**src/verilog/dvr_pkg.sv**
```systemverilog
// constants, field layout and state types of the volume, mute and ramp block
// assumes an apb master on pclk, one aligned 32-bit word per register
//
// What this block does
// - join bit clear: own mute pin per channel; set: both pins show AND
// - manual mute ramps by selected style; pin asserts only once ramp done
// - polarity field: 00 auto-detect on pin a, 01 reserved, 10 low, 11 high
// - mute pins float in reset; driven only after a polarity is known
// - 8-bit attenuation per channel, resets to 0 dB, half-dB steps to -127.5
// - style field resets to 10; bitstream offers only immediate or soft ramp
// - immediate style applies any level change at once in one step
// - zero-cross style applies change at crossing or after 512 sample timeout
// - soft ramp on samples steps 1/8 dB once per frame-clock period
// - bitstream soft ramp: 1 dB per 512 clocks, 1024 clocks at 128x
// - soft ramp on crossings: each 1/8 step at crossing or 512 timeout
// - after ratio error or mode change unmute by style, or at once if clear
// - filter change pauses; mute and unmute by style, or mute at once
// - roll-off bit 0 selects fast, 1 selects slow interpolation filter
// - bypass sends bitstream straight on; volume off, 50k filter gone
// - low-power bit resets to 1, keeps registers, ignored without port enable
// - port enable resets to 0; once set, registers steer the block
// - freeze holds written values; clearing it applies all at once
// - 8192 static samples mute a channel; one live sample releases it
// - b-follows-a: channel a attenuation drives both channels

package dvr_pkg;

  // ==========================================================
  // register indices; byte address = 4 * index
  localparam int IDX_MODE = 2;
  localparam int IDX_MIX = 3;
  localparam int IDX_MUTE = 4;
  localparam int IDX_ATT_A = 5;
  localparam int IDX_ATT_B = 6;
  localparam int IDX_RAMP = 7;
  localparam int IDX_PWR = 8;
  localparam int IDX_STAT = 16;

  // ==========================================================
  // reset values and writable bits
  localparam logic [7:0] RST_MODE = 8'h00;
  localparam logic [7:0] RST_MIX = 8'h09;
  localparam logic [7:0] RST_MUTE = 8'hC0;
  localparam logic [7:0] RST_ATT = 8'h00;
  localparam logic [7:0] RST_RAMP = 8'hB0;
  localparam logic [7:0] RST_PWR = 8'h80;
  localparam logic [7:0] WM_MODE = 8'h0F;
  localparam logic [7:0] WM_MUTE = 8'hFB;
  localparam logic [7:0] WM_RAMP = 8'hF5;
  localparam logic [7:0] WM_PWR = 8'hE0;
  localparam logic [7:0] WM_ALL = 8'hFF;

  // ==========================================================
  // field positions
  localparam int B_FM_LO = 0;
  localparam int B_DEM_LO = 2;
  localparam int B_FOLLOW = 7;
  localparam int B_AUTOMUTE = 7;
  localparam int B_JOIN = 5;
  localparam int B_MUTE_A = 4;
  localparam int B_MUTE_B = 3;
  localparam int B_POL_LO = 0;
  localparam int B_STY_LO = 6;
  localparam int B_RAMP_UP_AFTER_ERROR = 5;
  localparam int B_RAMP_DOWN_BEFORE_FILTER = 4;
  localparam int B_ROLLOFF = 2;
  localparam int B_BYPASS = 0;
  localparam int B_LOWPWR = 7;
  localparam int B_REGISTER_CONTROL_ENABLE = 6;
  localparam int B_FREEZE = 5;
  localparam logic [1:0] FM_BITSTREAM = 2'b11;

  // ==========================================================
  // levels in 1/8 dB units; one code step is 1/2 dB
  localparam int LEVEL_W = 11;
  localparam logic [LEVEL_W-1:0] MUTE_LVL = 11'h400;
  localparam int EIGHTHS_PER_CODE = 4;

  // ==========================================================
  // timing, in sample periods or clock periods
  localparam int ZC_TIMEOUT_SAMPLES = 512;
  localparam int STEPS_PER_DB = 8;
  localparam int BS_CLKS_PER_DB = 512;
  localparam int BS_CLKS_PER_DB_128X = 1024;
  localparam int BS_STEP_CLKS = BS_CLKS_PER_DB / STEPS_PER_DB;
  localparam int BS_STEP_CLKS_128X = BS_CLKS_PER_DB_128X / STEPS_PER_DB;
  localparam int RELOAD_CYCLES = 64;

  typedef enum logic [1:0] {
    STY_IMM = 2'b00,
    STY_ZC = 2'b01,
    STY_SOFT = 2'b10,
    STY_SOFT_ZC = 2'b11
  } dvr_style_t;

  typedef enum logic [1:0] {
    POL_AUTO = 2'b00,
    POL_RSVD = 2'b01,
    POL_LOW = 2'b10,
    POL_HIGH = 2'b11
  } dvr_pol_t;

  typedef enum logic [1:0] {
    FS_IDLE = 2'b00,
    FS_MUTING = 2'b01,
    FS_RELOAD = 2'b10
  } dvr_fstate_t;

  function automatic logic [LEVEL_W-1:0] att_to_level(input logic [7:0] c);
    att_to_level = LEVEL_W'(c) * LEVEL_W'(EIGHTHS_PER_CODE);
  endfunction : att_to_level

  function automatic logic [LEVEL_W-1:0] step_toward(
      input logic [LEVEL_W-1:0] cur, input logic [LEVEL_W-1:0] tgt);
    if (cur < tgt) begin
      step_toward = cur + LEVEL_W'(1);
    end else if (cur > tgt) begin
      step_toward = cur - LEVEL_W'(1);
    end else begin
      step_toward = cur;
    end
  endfunction : step_toward

endpackage : dvr_pkg

```
**src/verilog/dvr_ctrl.sv**
```systemverilog
// volume, mute and level-ramp control with an apb register file
// assumes samples and ratio error come from logic on pclk (the master
// clock); frame clock, bitstream clock and the mute sense pin are async
`timescale 1ns/1ps
`default_nettype none

module dvr_ctrl
  import dvr_pkg::*;
#(
  parameter int SAMPLE_W = 24,
  parameter int AUTO_MUTE_SAMPLES = 8192
) (
  input wire logic pclk, // master clock
  input wire logic presetn, // async reset
  input wire logic [7:0] paddr, // apb byte address
  input wire logic psel, // apb
  input wire logic penable, // apb
  input wire logic pwrite, // apb
  input wire logic [31:0] pwdata, // apb
  output logic [31:0] prdata, // apb
  output logic pready, // apb
  output logic pslverr, // apb error
  input wire logic frame_clock, // pin
  input wire logic bitstream_clock, // pin
  input wire logic [SAMPLE_W-1:0] sample_a, // sample a
  input wire logic [SAMPLE_W-1:0] sample_b, // sample b
  input wire logic sample_strobe, // new pair
  input wire logic ratio_error, // error pulse
  input wire logic bitstream_128x, // 128x clock
  input wire logic mute_sense_a, // pin a sense
  output logic mute_out_a, // pin a
  output logic mute_out_a_oe, // pin a drive
  output logic mute_out_b, // pin b
  output logic mute_out_b_oe, // pin b drive
  output logic [LEVEL_W-1:0] level_a, // 1/8 dB
  output logic [LEVEL_W-1:0] level_b, // 1/8 dB
  output logic interp_rolloff_sel, // 1 slow
  output logic [1:0] deemph_select, // de-emphasis
  output logic [1:0] func_mode, // mode
  output logic bitstream_bypass, // bypass
  output logic lp50_enable, // 50k filter
  output logic volume_active, // volume on
  output logic conversion_pause, // reload
  output logic low_power_request, // low power
  output logic register_control_enable // port on
);

  localparam int ZC_W = $clog2(ZC_TIMEOUT_SAMPLES) + 1;
  localparam int AM_W = $clog2(AUTO_MUTE_SAMPLES) + 1;
  localparam int BS_W = $clog2(BS_STEP_CLKS_128X) + 1;
  localparam int RL_W = $clog2(RELOAD_CYCLES) + 1;

  function automatic logic [7:0] rst_val(input int i);
    case (i)
      IDX_MODE: rst_val = RST_MODE;
      IDX_MIX: rst_val = RST_MIX;
      IDX_MUTE: rst_val = RST_MUTE;
      IDX_RAMP: rst_val = RST_RAMP;
      IDX_PWR: rst_val = RST_PWR;
      default: rst_val = RST_ATT;
    endcase
  endfunction : rst_val

  function automatic logic [7:0] wmask(input int i);
    case (i)
      IDX_MODE: wmask = WM_MODE;
      IDX_MUTE: wmask = WM_MUTE;
      IDX_RAMP: wmask = WM_RAMP;
      IDX_PWR: wmask = WM_PWR;
      default: wmask = WM_ALL;
    endcase
  endfunction : wmask

  // ==========================================================
  // apb slave, no wait state: pready rises in the first access phase cycle
  logic [7:0] sh_q [IDX_MODE:IDX_PWR];
  logic [7:0] act_q [IDX_MODE:IDX_PWR];
  logic pready_q;
  logic pslverr_q;
  logic [31:0] prdata_q;
  logic [31:0] status_w;
  logic [31:0] rd_w;
  wire logic [5:0] idx_w = paddr[7:2];
  wire logic in_map_w = (idx_w >= 6'(IDX_MODE)) && (idx_w <= 6'(IDX_PWR));
  wire logic is_stat_w = idx_w == 6'(IDX_STAT);
  wire logic setup_w = psel && !penable;
  wire logic wr_en_w = psel && penable && pready_q && pwrite && in_map_w;
  wire logic freeze_w = sh_q[IDX_PWR][B_FREEZE];

  always_comb begin
    rd_w = 32'h0000_0000;
    if (is_stat_w) begin
      rd_w = status_w;
    end
    for (int i = IDX_MODE; i <= IDX_PWR; i++) begin
      if (idx_w == 6'(i)) begin
        rd_w = {24'h00_0000, sh_q[i]};
      end
    end
  end

  always_ff @(posedge pclk or negedge presetn) begin
    if (!presetn) begin
      pready_q <= 1'b0;
      pslverr_q <= 1'b0;
      prdata_q <= 32'h0000_0000;
    end else begin
      pready_q <= setup_w;
      pslverr_q <= setup_w && !in_map_w && !is_stat_w;
      if (setup_w) begin
        prdata_q <= pwrite ? 32'h0000_0000 : rd_w;
      end
    end
  end

  // writes land in the shadow copy; the active copy follows it
  // unless frozen, so a frozen burst lands in one cycle
  always_ff @(posedge pclk or negedge presetn) begin
    if (!presetn) begin
      for (int i = IDX_MODE; i <= IDX_PWR; i++) begin
        sh_q[i] <= rst_val(i);
        act_q[i] <= rst_val(i);
      end
    end else begin
      for (int i = IDX_MODE; i <= IDX_PWR; i++) begin
        if (wr_en_w && idx_w == 6'(i)) begin
          sh_q[i] <= pwdata[7:0] & wmask(i);
        end
        if (!freeze_w) begin
          act_q[i] <= sh_q[i];
        end
      end
    end
  end

  // ==========================================================
  // effective configuration: reset values, with low power off, until the port is enabled
  wire logic register_control_enable_w = act_q[IDX_PWR][B_REGISTER_CONTROL_ENABLE];
  wire logic [7:0] e_mode = register_control_enable_w ? act_q[IDX_MODE] : RST_MODE;
  wire logic [7:0] e_mix = register_control_enable_w ? act_q[IDX_MIX] : RST_MIX;
  wire logic [7:0] e_mute = register_control_enable_w ? act_q[IDX_MUTE] : RST_MUTE;
  wire logic [7:0] e_att_a = register_control_enable_w ? act_q[IDX_ATT_A] : RST_ATT;
  wire logic [7:0] e_att_b = register_control_enable_w ? act_q[IDX_ATT_B] : RST_ATT;
  wire logic [7:0] e_ramp = register_control_enable_w ? act_q[IDX_RAMP] : RST_RAMP;
  wire logic low_pwr_w = register_control_enable_w && act_q[IDX_PWR][B_LOWPWR];
  wire logic [1:0] fm_w = e_mode[B_FM_LO +: 2];
  wire logic bs_mode_w = fm_w == FM_BITSTREAM;
  wire logic bypass_w = e_ramp[B_BYPASS];
  wire logic vol_on_w = !(bs_mode_w && bypass_w);
  wire logic ramp_up_w = e_ramp[B_RAMP_UP_AFTER_ERROR];
  wire logic ramp_dn_w = e_ramp[B_RAMP_DOWN_BEFORE_FILTER];
  wire logic [2:0] filt_cfg_w = {e_mode[B_DEM_LO +: 2], e_ramp[B_ROLLOFF]};
  wire dvr_pol_t pol_w = dvr_pol_t'(e_mute[B_POL_LO +: 2]);
  // bitstream offers only immediate and soft ramp
  wire dvr_style_t sty_w = bs_mode_w
      ? (e_ramp[B_STY_LO + 1] ? STY_SOFT : STY_IMM)
      : dvr_style_t'(e_ramp[B_STY_LO +: 2]);

  // ==========================================================
  // pin synchronisers and edge finders
  logic [2:0] fc_q;
  logic [2:0] bc_q;
  logic [1:0] ms_q;
  logic [BS_W-1:0] bs_cnt_q;
  always_ff @(posedge pclk or negedge presetn) begin
    if (!presetn) begin
      fc_q <= 3'h0;
      bc_q <= 3'h0;
      ms_q <= 2'h0;
    end else begin
      fc_q <= {fc_q[1:0], frame_clock};
      bc_q <= {bc_q[1:0], bitstream_clock};
      ms_q <= {ms_q[0], mute_sense_a};
    end
  end
  wire logic frame_rise_w = fc_q[1] && !fc_q[2];
  wire logic bs_rise_w = bc_q[1] && !bc_q[2];
  wire logic [BS_W-1:0] bs_lim_w = bitstream_128x
      ? BS_W'(BS_STEP_CLKS_128X - 1) : BS_W'(BS_STEP_CLKS - 1);
  wire logic bs_tick_w = bs_rise_w && (bs_cnt_q >= bs_lim_w);
  // one 1/8 dB step per frame period gives 1 dB per 8 frames
  wire logic step_tick_w = bs_mode_w ? bs_tick_w : frame_rise_w;

  always_ff @(posedge pclk or negedge presetn) begin
    if (!presetn) begin
      bs_cnt_q <= '0;
    end else if (bs_rise_w) begin
      bs_cnt_q <= bs_tick_w ? '0 : bs_cnt_q + BS_W'(1);
    end
  end

  // ==========================================================
  // error and filter-change sequencing
  dvr_fstate_t fs_q;
  logic [RL_W-1:0] rl_cnt_q;
  logic [2:0] filt_q;
  logic [1:0] fm_q;
  logic [LEVEL_W-1:0] lvl_w [2];
  wire logic fm_chg_w = fm_w != fm_q;
  wire logic err_w = ratio_error || fm_chg_w;
  wire logic filt_start_w = (fs_q == FS_IDLE) && (filt_cfg_w != filt_q);
  wire logic both_muted_w = (lvl_w[0] == MUTE_LVL) && (lvl_w[1] == MUTE_LVL);
  wire logic force_mute_w = fs_q != FS_IDLE;
  wire logic filt_jump_w = filt_start_w && !ramp_dn_w;
  wire logic jump_w = err_w || filt_jump_w;

  always_ff @(posedge pclk or negedge presetn) begin
    if (!presetn) begin
      fs_q <= FS_IDLE;
      rl_cnt_q <= '0;
      filt_q <= 3'h0;
      fm_q <= RST_MODE[B_FM_LO +: 2];
    end else begin
      fm_q <= fm_w;
      unique case (fs_q)
        FS_IDLE: begin
          if (filt_start_w) begin
            fs_q <= ramp_dn_w ? FS_MUTING : FS_RELOAD;
          end
        end
        FS_MUTING: begin
          if (both_muted_w || low_pwr_w) begin
            fs_q <= FS_RELOAD;
          end
        end
        FS_RELOAD: begin
          filt_q <= filt_cfg_w;
          rl_cnt_q <= rl_cnt_q + RL_W'(1);
          if (rl_cnt_q == RL_W'(RELOAD_CYCLES - 1)) begin
            rl_cnt_q <= '0;
            fs_q <= FS_IDLE;
          end
        end
        default: fs_q <= FS_IDLE;
      endcase
    end
  end

  // ==========================================================
  // per-channel level engine, zero-cross timer and auto-mute
  logic [SAMPLE_W-1:0] samp_w [2];
  logic [7:0] code_w [2];
  logic cond_w [2];
  logic am_w [2];
  assign samp_w[0] = sample_a;
  assign samp_w[1] = sample_b;
  assign code_w[0] = e_att_a;
  assign code_w[1] = e_mix[B_FOLLOW] ? e_att_a : e_att_b;

  for (genvar ch = 0; ch < 2; ch++) begin : g_ch
    logic [LEVEL_W-1:0] level_q;
    logic [LEVEL_W-1:0] nxt;
    logic [ZC_W-1:0] zc_cnt_q;
    logic [AM_W-1:0] am_cnt_q;
    logic am_q;
    logic imm_q;
    logic sign_q;
    wire logic [SAMPLE_W-1:0] s = samp_w[ch];
    wire logic manual = e_mute[B_MUTE_A - ch];
    wire logic mute_req = manual || am_q;
    wire logic [LEVEL_W-1:0] target = (mute_req || force_mute_w)
        ? MUTE_LVL : att_to_level(code_w[ch]);
    wire logic busy = level_q != target;
    wire logic is_static = (s == '0) || (s == '1);
    wire logic zc = sample_strobe && ((s[SAMPLE_W-1] != sign_q) || s == '0);
    wire logic tmo = frame_rise_w
        && (zc_cnt_q == ZC_W'(ZC_TIMEOUT_SAMPLES - 1));
    wire logic zc_go = zc || tmo;
    wire dvr_style_t sty = imm_q ? STY_IMM : sty_w;

    always_comb begin
      unique case (sty)
        STY_IMM: nxt = target;
        STY_ZC: nxt = zc_go ? target : level_q;
        STY_SOFT: nxt = step_tick_w ? step_toward(level_q, target)
                                    : level_q;
        STY_SOFT_ZC: nxt = zc_go ? step_toward(level_q, target)
                                 : level_q;
      endcase
    end

    always_ff @(posedge pclk or negedge presetn) begin
      if (!presetn) begin
        level_q <= MUTE_LVL;
        imm_q <= 1'b0;
        sign_q <= 1'b0;
      end else begin
        if (sample_strobe) begin
          sign_q <= s[SAMPLE_W-1];
        end
        if (low_pwr_w || jump_w) begin
          level_q <= MUTE_LVL;
        end else if (busy) begin
          level_q <= nxt;
        end
        if (err_w) begin
          imm_q <= !ramp_up_w;
        end else if (!busy) begin
          imm_q <= 1'b0;
        end
      end
    end

    // the timer restarts on every applied change, so each soft step
    // gets its own full timeout window
    always_ff @(posedge pclk or negedge presetn) begin
      if (!presetn) begin
        zc_cnt_q <= '0;
      end else if (!busy || zc_go || sty == STY_IMM) begin
        zc_cnt_q <= '0;
      end else if (frame_rise_w) begin
        zc_cnt_q <= zc_cnt_q + ZC_W'(1);
      end
    end

    always_ff @(posedge pclk or negedge presetn) begin
      if (!presetn) begin
        am_cnt_q <= '0;
        am_q <= 1'b0;
      end else if (!e_mute[B_AUTOMUTE] || bs_mode_w) begin
        am_cnt_q <= '0;
        am_q <= 1'b0;
      end else if (sample_strobe) begin
        if (!is_static) begin
          am_cnt_q <= '0;
          am_q <= 1'b0;
        end else if (am_cnt_q == AM_W'(AUTO_MUTE_SAMPLES - 1)) begin
          am_q <= 1'b1;
        end else begin
          am_cnt_q <= am_cnt_q + AM_W'(1);
        end
      end
    end

    // the pin waits for the ramp to reach full mute
    assign cond_w[ch] = mute_req && (level_q == MUTE_LVL);
    assign lvl_w[ch] = level_q;
    assign am_w[ch] = am_q;
  end

  // ==========================================================
  // mute pins: polarity, joining and drive enable
  logic det_done_q;
  logic det_high_q;
  logic [1:0] det_cnt_q;
  wire logic pin_a_w = e_mute[B_JOIN] ? (cond_w[0] && cond_w[1])
                                      : cond_w[0];
  wire logic pin_b_w = e_mute[B_JOIN] ? (cond_w[0] && cond_w[1])
                                      : cond_w[1];
  // a pin biased high by the board means the mute sense is active low
  wire logic act_high_w = (pol_w == POL_HIGH)
      || (pol_w == POL_AUTO && !det_high_q);
  wire logic drive_w = (pol_w == POL_LOW) || (pol_w == POL_HIGH)
      || (pol_w == POL_AUTO && det_done_q);

  // sense is sampled a few cycles after release, before the pin is driven
  always_ff @(posedge pclk or negedge presetn) begin
    if (!presetn) begin
      det_cnt_q <= 2'h0;
      det_done_q <= 1'b0;
      det_high_q <= 1'b0;
    end else if (!det_done_q) begin
      det_cnt_q <= det_cnt_q + 2'h1;
      if (det_cnt_q == 2'h3) begin
        det_done_q <= 1'b1;
        det_high_q <= ms_q[1];
      end
    end
  end

  // ==========================================================
  // registered outputs
  always_ff @(posedge pclk or negedge presetn) begin
    if (!presetn) begin
      mute_out_a <= 1'b0;
      mute_out_b <= 1'b0;
      mute_out_a_oe <= 1'b0;
      mute_out_b_oe <= 1'b0;
      level_a <= MUTE_LVL;
      level_b <= MUTE_LVL;
      volume_active <= 1'b1;
      bitstream_bypass <= 1'b0;
      lp50_enable <= 1'b0;
      conversion_pause <= 1'b0;
      low_power_request <= 1'b0;
      register_control_enable <= 1'b0;
    end else begin
      mute_out_a <= act_high_w ? pin_a_w : !pin_a_w;
      mute_out_b <= act_high_w ? pin_b_w : !pin_b_w;
      mute_out_a_oe <= drive_w;
      mute_out_b_oe <= drive_w;
      level_a <= vol_on_w ? lvl_w[0] : '0;
      level_b <= vol_on_w ? lvl_w[1] : '0;
      volume_active <= vol_on_w;
      bitstream_bypass <= bs_mode_w && bypass_w;
      lp50_enable <= bs_mode_w && !bypass_w;
      conversion_pause <= fs_q == FS_RELOAD;
      low_power_request <= low_pwr_w;
      register_control_enable <= register_control_enable_w;
    end
  end

  assign status_w = {5'h00, mute_out_b, mute_out_a, conversion_pause,
                     am_w[1], am_w[0], lvl_w[1], lvl_w[0]};
  assign prdata = prdata_q;
  assign pready = pready_q;
  assign pslverr = pslverr_q;
  assign interp_rolloff_sel = filt_q[0];
  assign deemph_select = filt_q[2:1];
  assign func_mode = fm_q;

endmodule : dvr_ctrl

`default_nettype wire

```
**config.mk**
```make
export PLATFORM = sky130hd
export DESIGN_NAME = dvr_ctrl
export DESIGN_NICKNAME = d
export VERILOG_FILES = /design/src/verilog/dvr_pkg.sv /design/src/verilog/dvr_ctrl.sv
export SDC_FILE = /design/constraint.sdc
export NUM_CORES = 1
export LEC_CHECK = 0
export BUFFER_PORTS_ARGS = -buffer_cell sky130_fd_sc_hd__buf_2
export CORE_ASPECT_RATIO = 1.25
export CORE_MARGIN = 5
export CORE_UTILIZATION = 28
export CTS_BUF_LIST = sky130_fd_sc_hd__clkbuf_2
export DETAILED_ROUTE_END_ITERATION = 10
export PLACE_DENSITY = 0.45
export SYNTH_ARGS = -nofsm -noshare
export SYNTH_HDL_FRONTEND = slang
export SYNTH_SLANG_ARGS = --single-unit
export TNS_END_PERCENT = 50
```
**constraint.sdc**
```tcl
create_clock -name pclk -period 5.75 [get_ports pclk]
set_input_delay 0.2875 -clock pclk [delete_from_list [all_inputs] [get_ports pclk]]
set_output_delay 0.2875 -clock pclk [all_outputs]
set_load 0.01 [all_outputs]
```
======== Yosys cells after proc, flatten, opt, wreduce, memory -nomap -nowiden ========
Index checks and enable logic that the tools add are counted.
storage, ports and cells
  bits in registers ....................... 282
  logic and storage cells ................. 303
operators by class
  add/subtract/negate cells ............... 11
  multiplexer cells ....................... 86
  bitwise gates (word level) .............. 8
  order comparisons ....................... 7
  reductions and logical operators ........ 90
  equality and inequality tests ........... 50
operators by type and width
  cell                                                    count
  two-way mux 27 bit                                      8
  two-way mux 11 bit                                      18
  two-way mux 14 bit                                      8
  two-way mux 8 bit                                       14
  case mux 11 bit (4 select lines)                        2
  AND 8 bit                                               7
  equality test 24 bit (second input constant)            2
  logical NOT 24 bit                                      2
  two-way mux 10 bit                                      4
  logical AND 1 bit                                       33
  two-way mux 32 bit                                      1
  adder 14 x 1 -> 14 bit (second input constant)          2
  equality test 14 x 13 -> 1 bit (second input constant)  2
  equality test 6 x 3 -> 1 bit (second input constant)    4
  != test 3 bit (second input constant)                   8
  adder 11 x 1 -> 11 bit (second input constant)          2
  equality test 11 bit (second input constant)            2
  greater-than comparator 11 bit                          2
  logical OR 1 bit                                        22
  < comparator 11 bit                                     2
  != test 11 bit                                          2
  subtractor 11 x 1 -> 11 bit (second input constant)     2
  adder 10 x 1 -> 10 bit (second input constant)          2
  equality test 10 x 9 -> 1 bit (second input constant)   2
  other kinds (29)                                        99

======== Logic depth before layout (Yosys ltp) ========
Gate-level depths: netlist of the first run.
  word-level depth ........................ 11
  mapped depth ............................ 19
  mapped depth without buffers ............ 18

======== Least setup slack after synthesis of the first run ========
OpenSTA, ideal clock, no wires.
  kind .................................... register -> register
  start point ............................. reg fs_q[1]
  end point ............................... reg g_ch[0].level_q[10]
  setup time .............................. 0.078 ns
  path buffers ............................ 1
  clock period less this slack ............ 4.807 ns
  stages on the path, launching flop included .. 19
  slack ................................... 0.943 ns
  data arrival time ....................... 4.729 ns
  cell sequence ........................... dfrtp_1 nor2_1 nand2_1 nor3_1 clkbuf_1 nand2_1 ha_1 nand3_1 a21oi_1 a211oi_1 o21ai_0 ha_1 a21oi_1 o211ai_1 o41ai_1 o21ai_0 xor2_1 or3_1 a31o_1
on the way
  longest elaborated chain between the ends .. 10
  elaborated cells between the ends (all ways) .. 24
  classes of those cells .................. order compare: 2; eq/ne: 4; mux: 9; reduce/logical: 9
RTL lines
  item                                          RTL line                          source
  start, declared                               dvr_ctrl.sv:194                   dvr_fstate_t fs_q;
  start signal, assigned                        dvr_ctrl.sv:218                   fs_q <= ramp_dn_w ? FS_MUTING : FS_RELOAD;
  nonzero test 2 bit                            dvr_ctrl.sv:203                   wire logic force_mute_w = fs_q != FS_IDLE;
  logical OR 1 bit                              dvr_ctrl.sv:261                   wire logic [LEVEL_W-1:0] target = (mute_req || force_mute_w)
  two-way mux 11 bit                            dvr_ctrl.sv:262                   ? MUTE_LVL : att_to_level(code_w[ch]);
  greater-than comparator 11 bit                dvr_pkg.sv:117                    end else if (cur > tgt) begin
  two-way mux 11 bit                            -
  two-way mux 11 bit                            dvr_pkg.sv:115                    if (cur < tgt) begin
  two-way mux 11 bit, on equally long branches  dvr_ctrl.sv:277, dvr_ctrl.sv:275
  case mux 11 bit (4 select lines)              dvr_ctrl.sv:272                   unique case (sty)
  two-way mux 11 bit                            dvr_ctrl.sv:293                   end else if (busy) begin
  two-way mux 11 bit                            dvr_ctrl.sv:291                   if (low_pwr_w || jump_w) begin
  end signal, assigned                          dvr_ctrl.sv:294                   level_q <= nxt;
  end, declared                                 dvr_ctrl.sv:251                   logic [LEVEL_W-1:0] level_q;
Parallel ways exist; a longest one is shown, timed or not. The select of a mux whose other input is x is not followed.
A chain may end at the register's enable or synchronous reset.

======== Final worst setup path of the first run ========
Same ends and word-level chain as after synthesis.

==> results.yml, run 1 <==
synthesis:
  syn-cell-area_mm2: 0.01263
  yosys-top-cells-area: "dfrtp_1, mux2_2, ha_1"
  synthArstFlopShare_pct: 100.0
  synth_seq_area_share_pct: 49.51
  ys.warnings.count: 0
  syn_avg_cell_area_um2: 10.60
  synth_top_cell_area_share_pct: 45.77
  synth_ff_type: "dfrtp_1"
  synth_edf_count: 0
  yosysTopAreaCell: "dfrtp_1"
  syn_inst: 1192
  ys_ff_latch: 249
  synth.distinct_cells: 77
clocking:
  cts_tree: "built"
  htree_levels: 3
  cts-resized-gates: 0
  numCtsBuffers: 70
  cts_root_buffer: "clkbuf_2"
  cts.sinks: 249
  clk_latency_ns: 0.93
  clkTransAtPathRegs_ns: 0.11
  clockBufferDepth: 3
power:
  vdd_drop_max_uv: 171.6
  finalPower_mw: 5.627
  clock_power_share_pct: 24.3
  pwr-share-comb_pct: 38.2
  netSwitchingFraction_pct: 38.56
  p_seq_share_pct: 37.5
  intPower_mw: 3.457
  leakagePower_nw: 7.160
  p_per_area_mw_per_mm2: 371.5
  p_switching_mw: 2.170
route:
  vias_per_cell: 4.853
  drc: 0
  antenna_left: 0
  firstDrtPassIters: 4
  drt_iter0_drc: 410
  wl_per_cell_um: 17.16
  num_vias: 9987
  finalWirelength_um: 35320
timing:
  finalMaxSlewViolations: 0
  worst_pin_slew_ns: 1.028
  fin_crit_ns: 4.567
  period_share_pct: 79.43
  setup_tns_ns: 0
  skew_ns: 0.06693
  hold_viol: 0
  max_freq_mhz: 219.0
  max_slew_margin_pct: 31.48
  setup_violations: 0
  rsz0062_at_grt: "false"
grt:
  grtUsageMet1_pct: 18.28
  first_global_vias: 10341
  antenna_found_initial: 1
  grt.total_usage_pct: 14.46
  grt_overflow: 0
  grt_max_degree: 143
  use_met3_pct: 2.743
  grt_busiest_layer: "met2"
  grt_pass1_wl_um: 56700
  grtUsageMet2_pct: 24.44
finish:
  synthToLayoutAreaGrowth_pct: 19.91
  final_net_count: 1568
  drive_gt1_share_pct: 26.64
worst_setup_path:
  startpoint: "fs_q[1]$_DFFE_PN0P_"
  criticalPathCategory: "flop to flop"
  startpoint_type: "flop"
  worstReg2RegStart: "fs_q[1]$_DFFE_PN0P_"
  crit_arrival_ns: 5.39
  cp_max_fo: 16
  end_kind: "flop"
  cp.required_ns: 6.58
placed_design:
  numPortBuffers: 138
  hpwl_um: 24570
  gp_congestion: 0.8101
floorplan:
  num_rows: 87
  die_w_um: 200.0
  coreArea_mm2: 0.04485
  die_h_um: 247.5
  start_util_pct: 28.16
  die_area_mm2: 0.04948
  ios: 170
hold_path:
  hold_path_class: "input pin to flop"
  hold_path.startpoint: "sample_b[21]"
status:
  status: "completed"
flow_run:
  drv_cap: 0
[power by group through the flow]
stage | sequential, mW | combinational (mW) | clock [mW]
6_report | 2.11 | 2.15 | 1.37
4_1_cts | 2.12 | 2.18 | 1.45
3_5_place_dp | 2.15 | 2.14 | 0
3_3_place_gp | 2.14 | 2.12 | 0
5_1_grt | 2.14 | 2.45 | 1.53
2_1_floorplan | 2.10 | 1.61 | 0
[layer usage]
layer | vias up | share of wire, %
met3 | 59 | 4.2
met5 | - | 0
met1 | 4871 | 43
met2 | 207 | 50
met4 | 0 | 2.2
li1 | 4850 | -
[worst max-delay path: stages, from the launching register on]
cell	delay (ns)
dfrtp_1	0.44
nor2_1	0.12
buf_4	0.14
nand2_1	0.09
nor3_1	0.14
buf_4	0.25
nand2_1	0.08
ha_1	0.29
a21o_1	0.16
a21o_1	0.16
a21oi_1	0.13
o21ai_0	0.11
buf_4	0.21
fa_1	0.41
a21oi_1	0.23
o211ai_1	0.16
o41ai_1	0.48
o21ai_0	0.20
xor2_1	0.18
or3_1	0.31
a31o_1	0.18
[state kept, by name, indices dropped and copies added (netlist names), 2 cells and up]
signal / cells
g_ch.sign_q: 2
prdata: 27
rl_cnt_q: 7
fs_q: 2
ms_q: 2
sh_q: 43
det_cnt_q: 2
act_q: 35
fc_q: 3
g_ch.am_q: 2
filt_q: 3
g_ch.imm_q: 2
g_ch.level_q: 22
bc_q: 3
func_mode: 2
level_a: 11
bs_cnt_q: 8
g_ch.zc_cnt_q: 20
level_b: 11
g_ch.am_cnt_q: 28
[Yosys cell counts (all sizes together) (6+ instances only)]
master / number
a21o: 12
a21oi: 35
a22o: 26
a311oi: 9
a31oi: 9
and2: 33
and3: 11
buf: 22
clkbuf: 24
dfrtp: 231
dfstp: 18
ha: 44
inv: 15
mux2: 96
mux2i: 12
nand2: 100
nand2b: 22
nand3: 39
nand4: 36
nor2: 117
nor2b: 12
nor3: 26
nor4: 20
o21a: 7
o21ai: 56
o21bai: 6
o31ai: 8
or3: 7
xnor2: 34
xor2: 24
[metrics by stage]
stage | util (%) | setup slack [ns] | area (um^2) | cells | hold WS (ns)
3_3_place_gp | 31.13 | 1.224 | 13960 | 1880 | 0.3353
2_1_floorplan | - | 0.9433 | 12640 | 1196 | -0.008091
6_report | 33.77 | 1.183 | 15140 | 2058 | 0.1598
5_1_grt | 33.77 | 0.7305 | 15140 | 2058 | 0.1353
4_1_cts | 33.74 | 1.119 | 15130 | 2053 | 0.008412
3_5_place_dp | 31.13 | 1.174 | 13960 | 1880 | 0.3347
[layout make-up]
type	instances	area, um^2
Clock buffer	107	535.5
Clock inverter	17	125.1
Fill cell	4678	29700
Tap cell	578	723.2
Inverter	16	60.06
Timing Repair Buffer	201	1326
Sequential cell	249	6254
Multi-Input combinational cell	885	6108
Antenna cell	5	12.51
[cell families (layout without fill, tap and decap cells)]
group	Yosys count	count (layout)	share of synthesized area, %
compound gates	223	223	12.41
xor+xnor	58	58	4.022
fa+ha+maj	46	46	4.676
buf+inv	62	341	2.288
flops	249	249	49.51
mux	108	108	9.540
other cells	1	10	0.02969
simple gates	445	445	17.52
[worst paths after layout]
path / endpoint / slack (ns) / depth (start not counted)
setup / recovery: g_ch[0].level_q[10]$_DFFE_PN1P_ / 1.18 / 20
hold / removal: g_ch[1].am_cnt_q[6]$_DFFE_PN0P_ / 0.16 / 7
setup reg to reg: g_ch[0].level_q[10]$_DFFE_PN1P_ / 1.18 / 20
min in group asynchronous: g_ch[0].level_q[7]$_DFFE_PN0P_ / 0.41 / 3
max in group asynchronous: level_b[5]$_DFF_PN0_ / 4.23 / 4
hold reg to reg: fc_q[1]$_DFF_PN0_ / 0.35 / 0
[timing repair]
item	in CTS	in global routing
setup buffers	0	0
hold buffers	49	0
hold endpoints to repair	200	0
[layout by cell type (no fill, tap or decap), types with 6 or more instances in the layout]
master	n
a21o_1	12
buf_2	137
a31oi_1	9
nand4_1	36
xnor2_1	34
ha_1	44
clkinv_1	13
buf_4	13
mux2i_1	12
dlygate4sd3_1	48
o21ai_0	54
nand3_1	39
nor2b_1	12
o21a_1	7
dfrtp_1	231
dfstp_2	18
inv_1	15
nor2_1	116
a21oi_1	35
or3_1	7
and3_1	11
o31ai_1	8
clkbuf_2	107
o21bai_1	6
nor4_1	19
nor3_1	25
mux2_2	95
a22o_1	26
and2_1	33
nand2_1	100
a311oi_1	9
nand2b_1	22
xor2_1	24
Note: power is estimated with default switching activity, not from simulation.
==> run 2, diff against run 1 <==
--- a/config.mk
+++ b/config.mk
@@ -11,7 +11,7 @@
 export CORE_UTILIZATION = 28
 export CTS_BUF_LIST = sky130_fd_sc_hd__clkbuf_2
 export DETAILED_ROUTE_END_ITERATION = 10
-export PLACE_DENSITY = 0.45
+export PLACE_DENSITY = 0.46
 export SYNTH_ARGS = -nofsm -noshare
 export SYNTH_HDL_FRONTEND = slang
 export SYNTH_SLANG_ARGS = --single-unit
==> constraint.sdc (replaced) <==
create_clock -name pclk -period 3.7 [get_ports pclk]
set_input_delay 0.185 -clock pclk [delete_from_list [all_inputs] [get_ports pclk]]
set_output_delay 0.185 -clock pclk [all_outputs]
set_load 0.01 [all_outputs]
==> run 2 against run 1 <==
Net effect:
- the flow now finishes with violations (setup timing)
- utilization up 2.2 points
- routed wire length grew 4.3%
- global-route usage up 0.40 points
- final cell count rose by 3.5%
- critical path type unchanged
- final area is 6.7% higher
- die area unchanged
- sequential power rose by 53%
- critical path depth decreased by 3
- critical endpoint unchanged
- combinational power grew 120%
==> results.yml, run 2 (synthesis results as in run 1) <==
status:
  status: "finished, violations left"
  failed_checks: "setup timing"
worst_setup_path:
  crit_family: "compound AO/OA/AOI/OAI gates"
  end_kind: "flop"
  worstReg2RegStart: "fs_q[1]$_DFFE_PN0P_"
  slowest_stage: "dfrtp_1"
  criticalPathCategory: "flop to flop"
  startpoint_type: "flop"
  crit_end: "g_ch[0].level_q[10]$_DFFE_PN1P_"
  cp.required_ns: 4.53
  reg2reg_setup_slack_ns: -0.04
  r2r_cells: 17
  crit_cells: 17
  cp.buffers_inverters: 1
  reg2reg_to: "g_ch[0].level_q[10]$_DFFE_PN1P_"
  startpoint: "fs_q[1]$_DFFE_PN0P_"
  crit_arrival_ns: 4.57
  max_stage_delay_ns: 0.40
  crit_chain: "nor2_2, nand2_2, nor3_4, buf_12, nand2_1, ha_1, a21o_1, a211oi_2, o21ai_4, fa_2, a21oi_2, o211ai_1, o41ai_2, o21ai_1, xor2_1, or3_1, a31o_1"
  cp_max_fo: 9
placed_design:
  gp_congestion: 0.8247
  post_dp_cell_area_mm2: 0.01453
  hpwl_um: 26160
  preCtsSetupSlack_ns: -0.2214
  numPortBuffers: 138
timing:
  finalMaxSlewViolations: 0
  hold_viol: 0
  rsz0062_at_grt: "true"
  worst_pin_slew_ns: 1.066
  period_share_pct: 101.1
  setup_violations: 3
  max_slew_margin_pct: 28.41
  fin_ws_ns: -0.04159
  fin_crit_ns: 3.742
  setup_tns_ns: -0.09190
  max_freq_mhz: 267.3
  skew_ns: 0.08189
route:
  drc: 0
  num_vias: 10412
  finalWirelength_um: 36840
  drt_iter0_drc: 367
  firstDrtPassIters: 5
  wl_per_cell_um: 17.29
  antenna_left: 0
  vias_per_cell: 4.888
finish:
  mostFrequentLayoutCell: "dfrtp_1"
  top_register: "sh_q"
  synthToLayoutAreaGrowth_pct: 27.90
  largest_reg_flops: 43
  seq_area_mm2: 0.006255
  final_net_count: 1655
  post-route-cell-area_mm2: 0.01615
  top_regs: "sh_q: 43 flops, act_q: 35 flops, g_ch.am_cnt_q: 28 flops"
  num-fill-cells: 4599
  layout_common_cells: "dfrtp_1, buf_2, nor2_1, clkbuf_2, nand2_1"
  fin_util_pct: 36.02
  multi_input_area_mm2: 0.006441
  drive_gt1_share_pct: 32.56
floorplan:
  coreArea_mm2: 0.04485
  die_h_um: 247.5
  num_rows: 87
  die_area_mm2: 0.04948
  ios: 170
  die_w_um: 200.0
  start_util_pct: 28.16
grt:
  antenna_found_initial: 1
  grtUsageMet1_pct: 18.17
  grt_overflow: 0
  first_global_vias: 10703
  use_met3_pct: 2.634
  grt_max_degree: 85
  grtUsageMet2_pct: 25.78
  grt_busiest_layer: "met2"
  grt_pass1_wl_um: 58190
  grt.total_usage_pct: 14.87
clocking:
  htree_levels: 3
  cts_root_buffer: "clkbuf_2"
  numCtsBuffers: 69
  cts.sinks: 249
  clockBufferDepth: 3
  cts_tree: "built"
  clkTransAtPathRegs_ns: 0.10
  clk_latency_ns: 0.98
power:
  intPower_mw: 6.191
  vdd_drop_max_uv: 294.1
  p_switching_mw: 3.775
  leakagePower_nw: 7.629
  netSwitchingFraction_pct: 37.88
  clock_power_share_pct: 21.0
  p_per_area_mw_per_mm2: 617.0
  p_seq_share_pct: 32.4
  pwr-share-comb_pct: 46.5
flow_run:
  drv_cap: 0
hold_path:
  hold_path_class: "input pin to flop"
-- run 2: changes by cell type in the layout (fill, tap and decap cells not counted), sizes merged --
cell	before	now
clkbuf	107	98
diode	5	1
buf	153	227
bufinv	2	3
clkinv	14	9
clkinvlp	1	2
dlygate4sd3	48	62
-- run 2: how the worst min path moves through the flow --
stage / start / to / slack [ns] / depth (start not counted)
finish: sample_a[8] / g_ch[0].am_cnt_q[3]$_DFFE_PN0P_ / 0.09 / 7
global route: pwdata[6] / sh_q[14]$_DFFE_PN0P_ / 0.07 / 3
CTS: pwdata[4] / sh_q[36]$_DFFE_PN0P_ / 0.01 / 3
detailed placement: presetn / mute_out_b_oe$_DFF_PN0_ / 0.20 / 1
global placement: presetn / mute_out_b_oe$_DFF_PN0_ / 0.20 / 1
floorplan: presetn / act_q[10]$_DFFE_PN0N_ / -0.11 / 0
-- run 2: per-layer routing --
layer	routed length [um]	part of all wire, %
met1	15610	42
met2	18700	51
met3	1477	4.0
met4	1051	2.9
met5	0	0
-- run 2: final cells by class --
cell class,count,area share [%]
clock buffer,98,3.036
antenna,1,0.01549
timing repair buffer,289,12.64
multi-input combinational,885,39.88
tap,578,4.477
clock inverter,14,0.8598
sequential,249,38.72
inverter,16,0.3718
-- run 2: repair_timing --
item                                    4_1_cts  5_1_grt
endpoints found under the setup margin       13       14
hold endpoints to repair                    355        0
gates resized for setup                      28       23
pin swaps                                    17       22
buffers inserted                              4        3
hold buffers                                 63        0
-- run 2: tightest hold or removal path, cell delays in order --
cell	delay, ns
buf_2	0.09
nor4_1	0.04
nand2_1	0.09
nor2_1	0.07
o21a_1	0.24
nand2_1	0.17
o31ai_1	0.08
-- run 2: metrics by stage --
stage,cells,power (mW),hold slack [ns]
6_report,2130,9.966,0.09292
5_1_grt,2130,10.78,0.07098
4_1_cts,2126,9.903,0.01049
3_5_place_dp,1947,7.408,0.2049
3_3_place_gp,1947,7.383,0.2014
2_1_floorplan,1196,5.852,-0.1106
-- run 2: power by group through the flow --
stage / clock [mW] / combinational (mW) / sequential [mW]
final: 2.10 / 4.64 / 3.23
after global routing: 2.34 / 5.17 / 3.28
after CTS: 2.21 / 4.46 / 3.23
after detailed placement: 0 / 4.13 / 3.28
after global placement: 0 / 4.11 / 3.27
after floorplan: 0 / 2.58 / 3.27
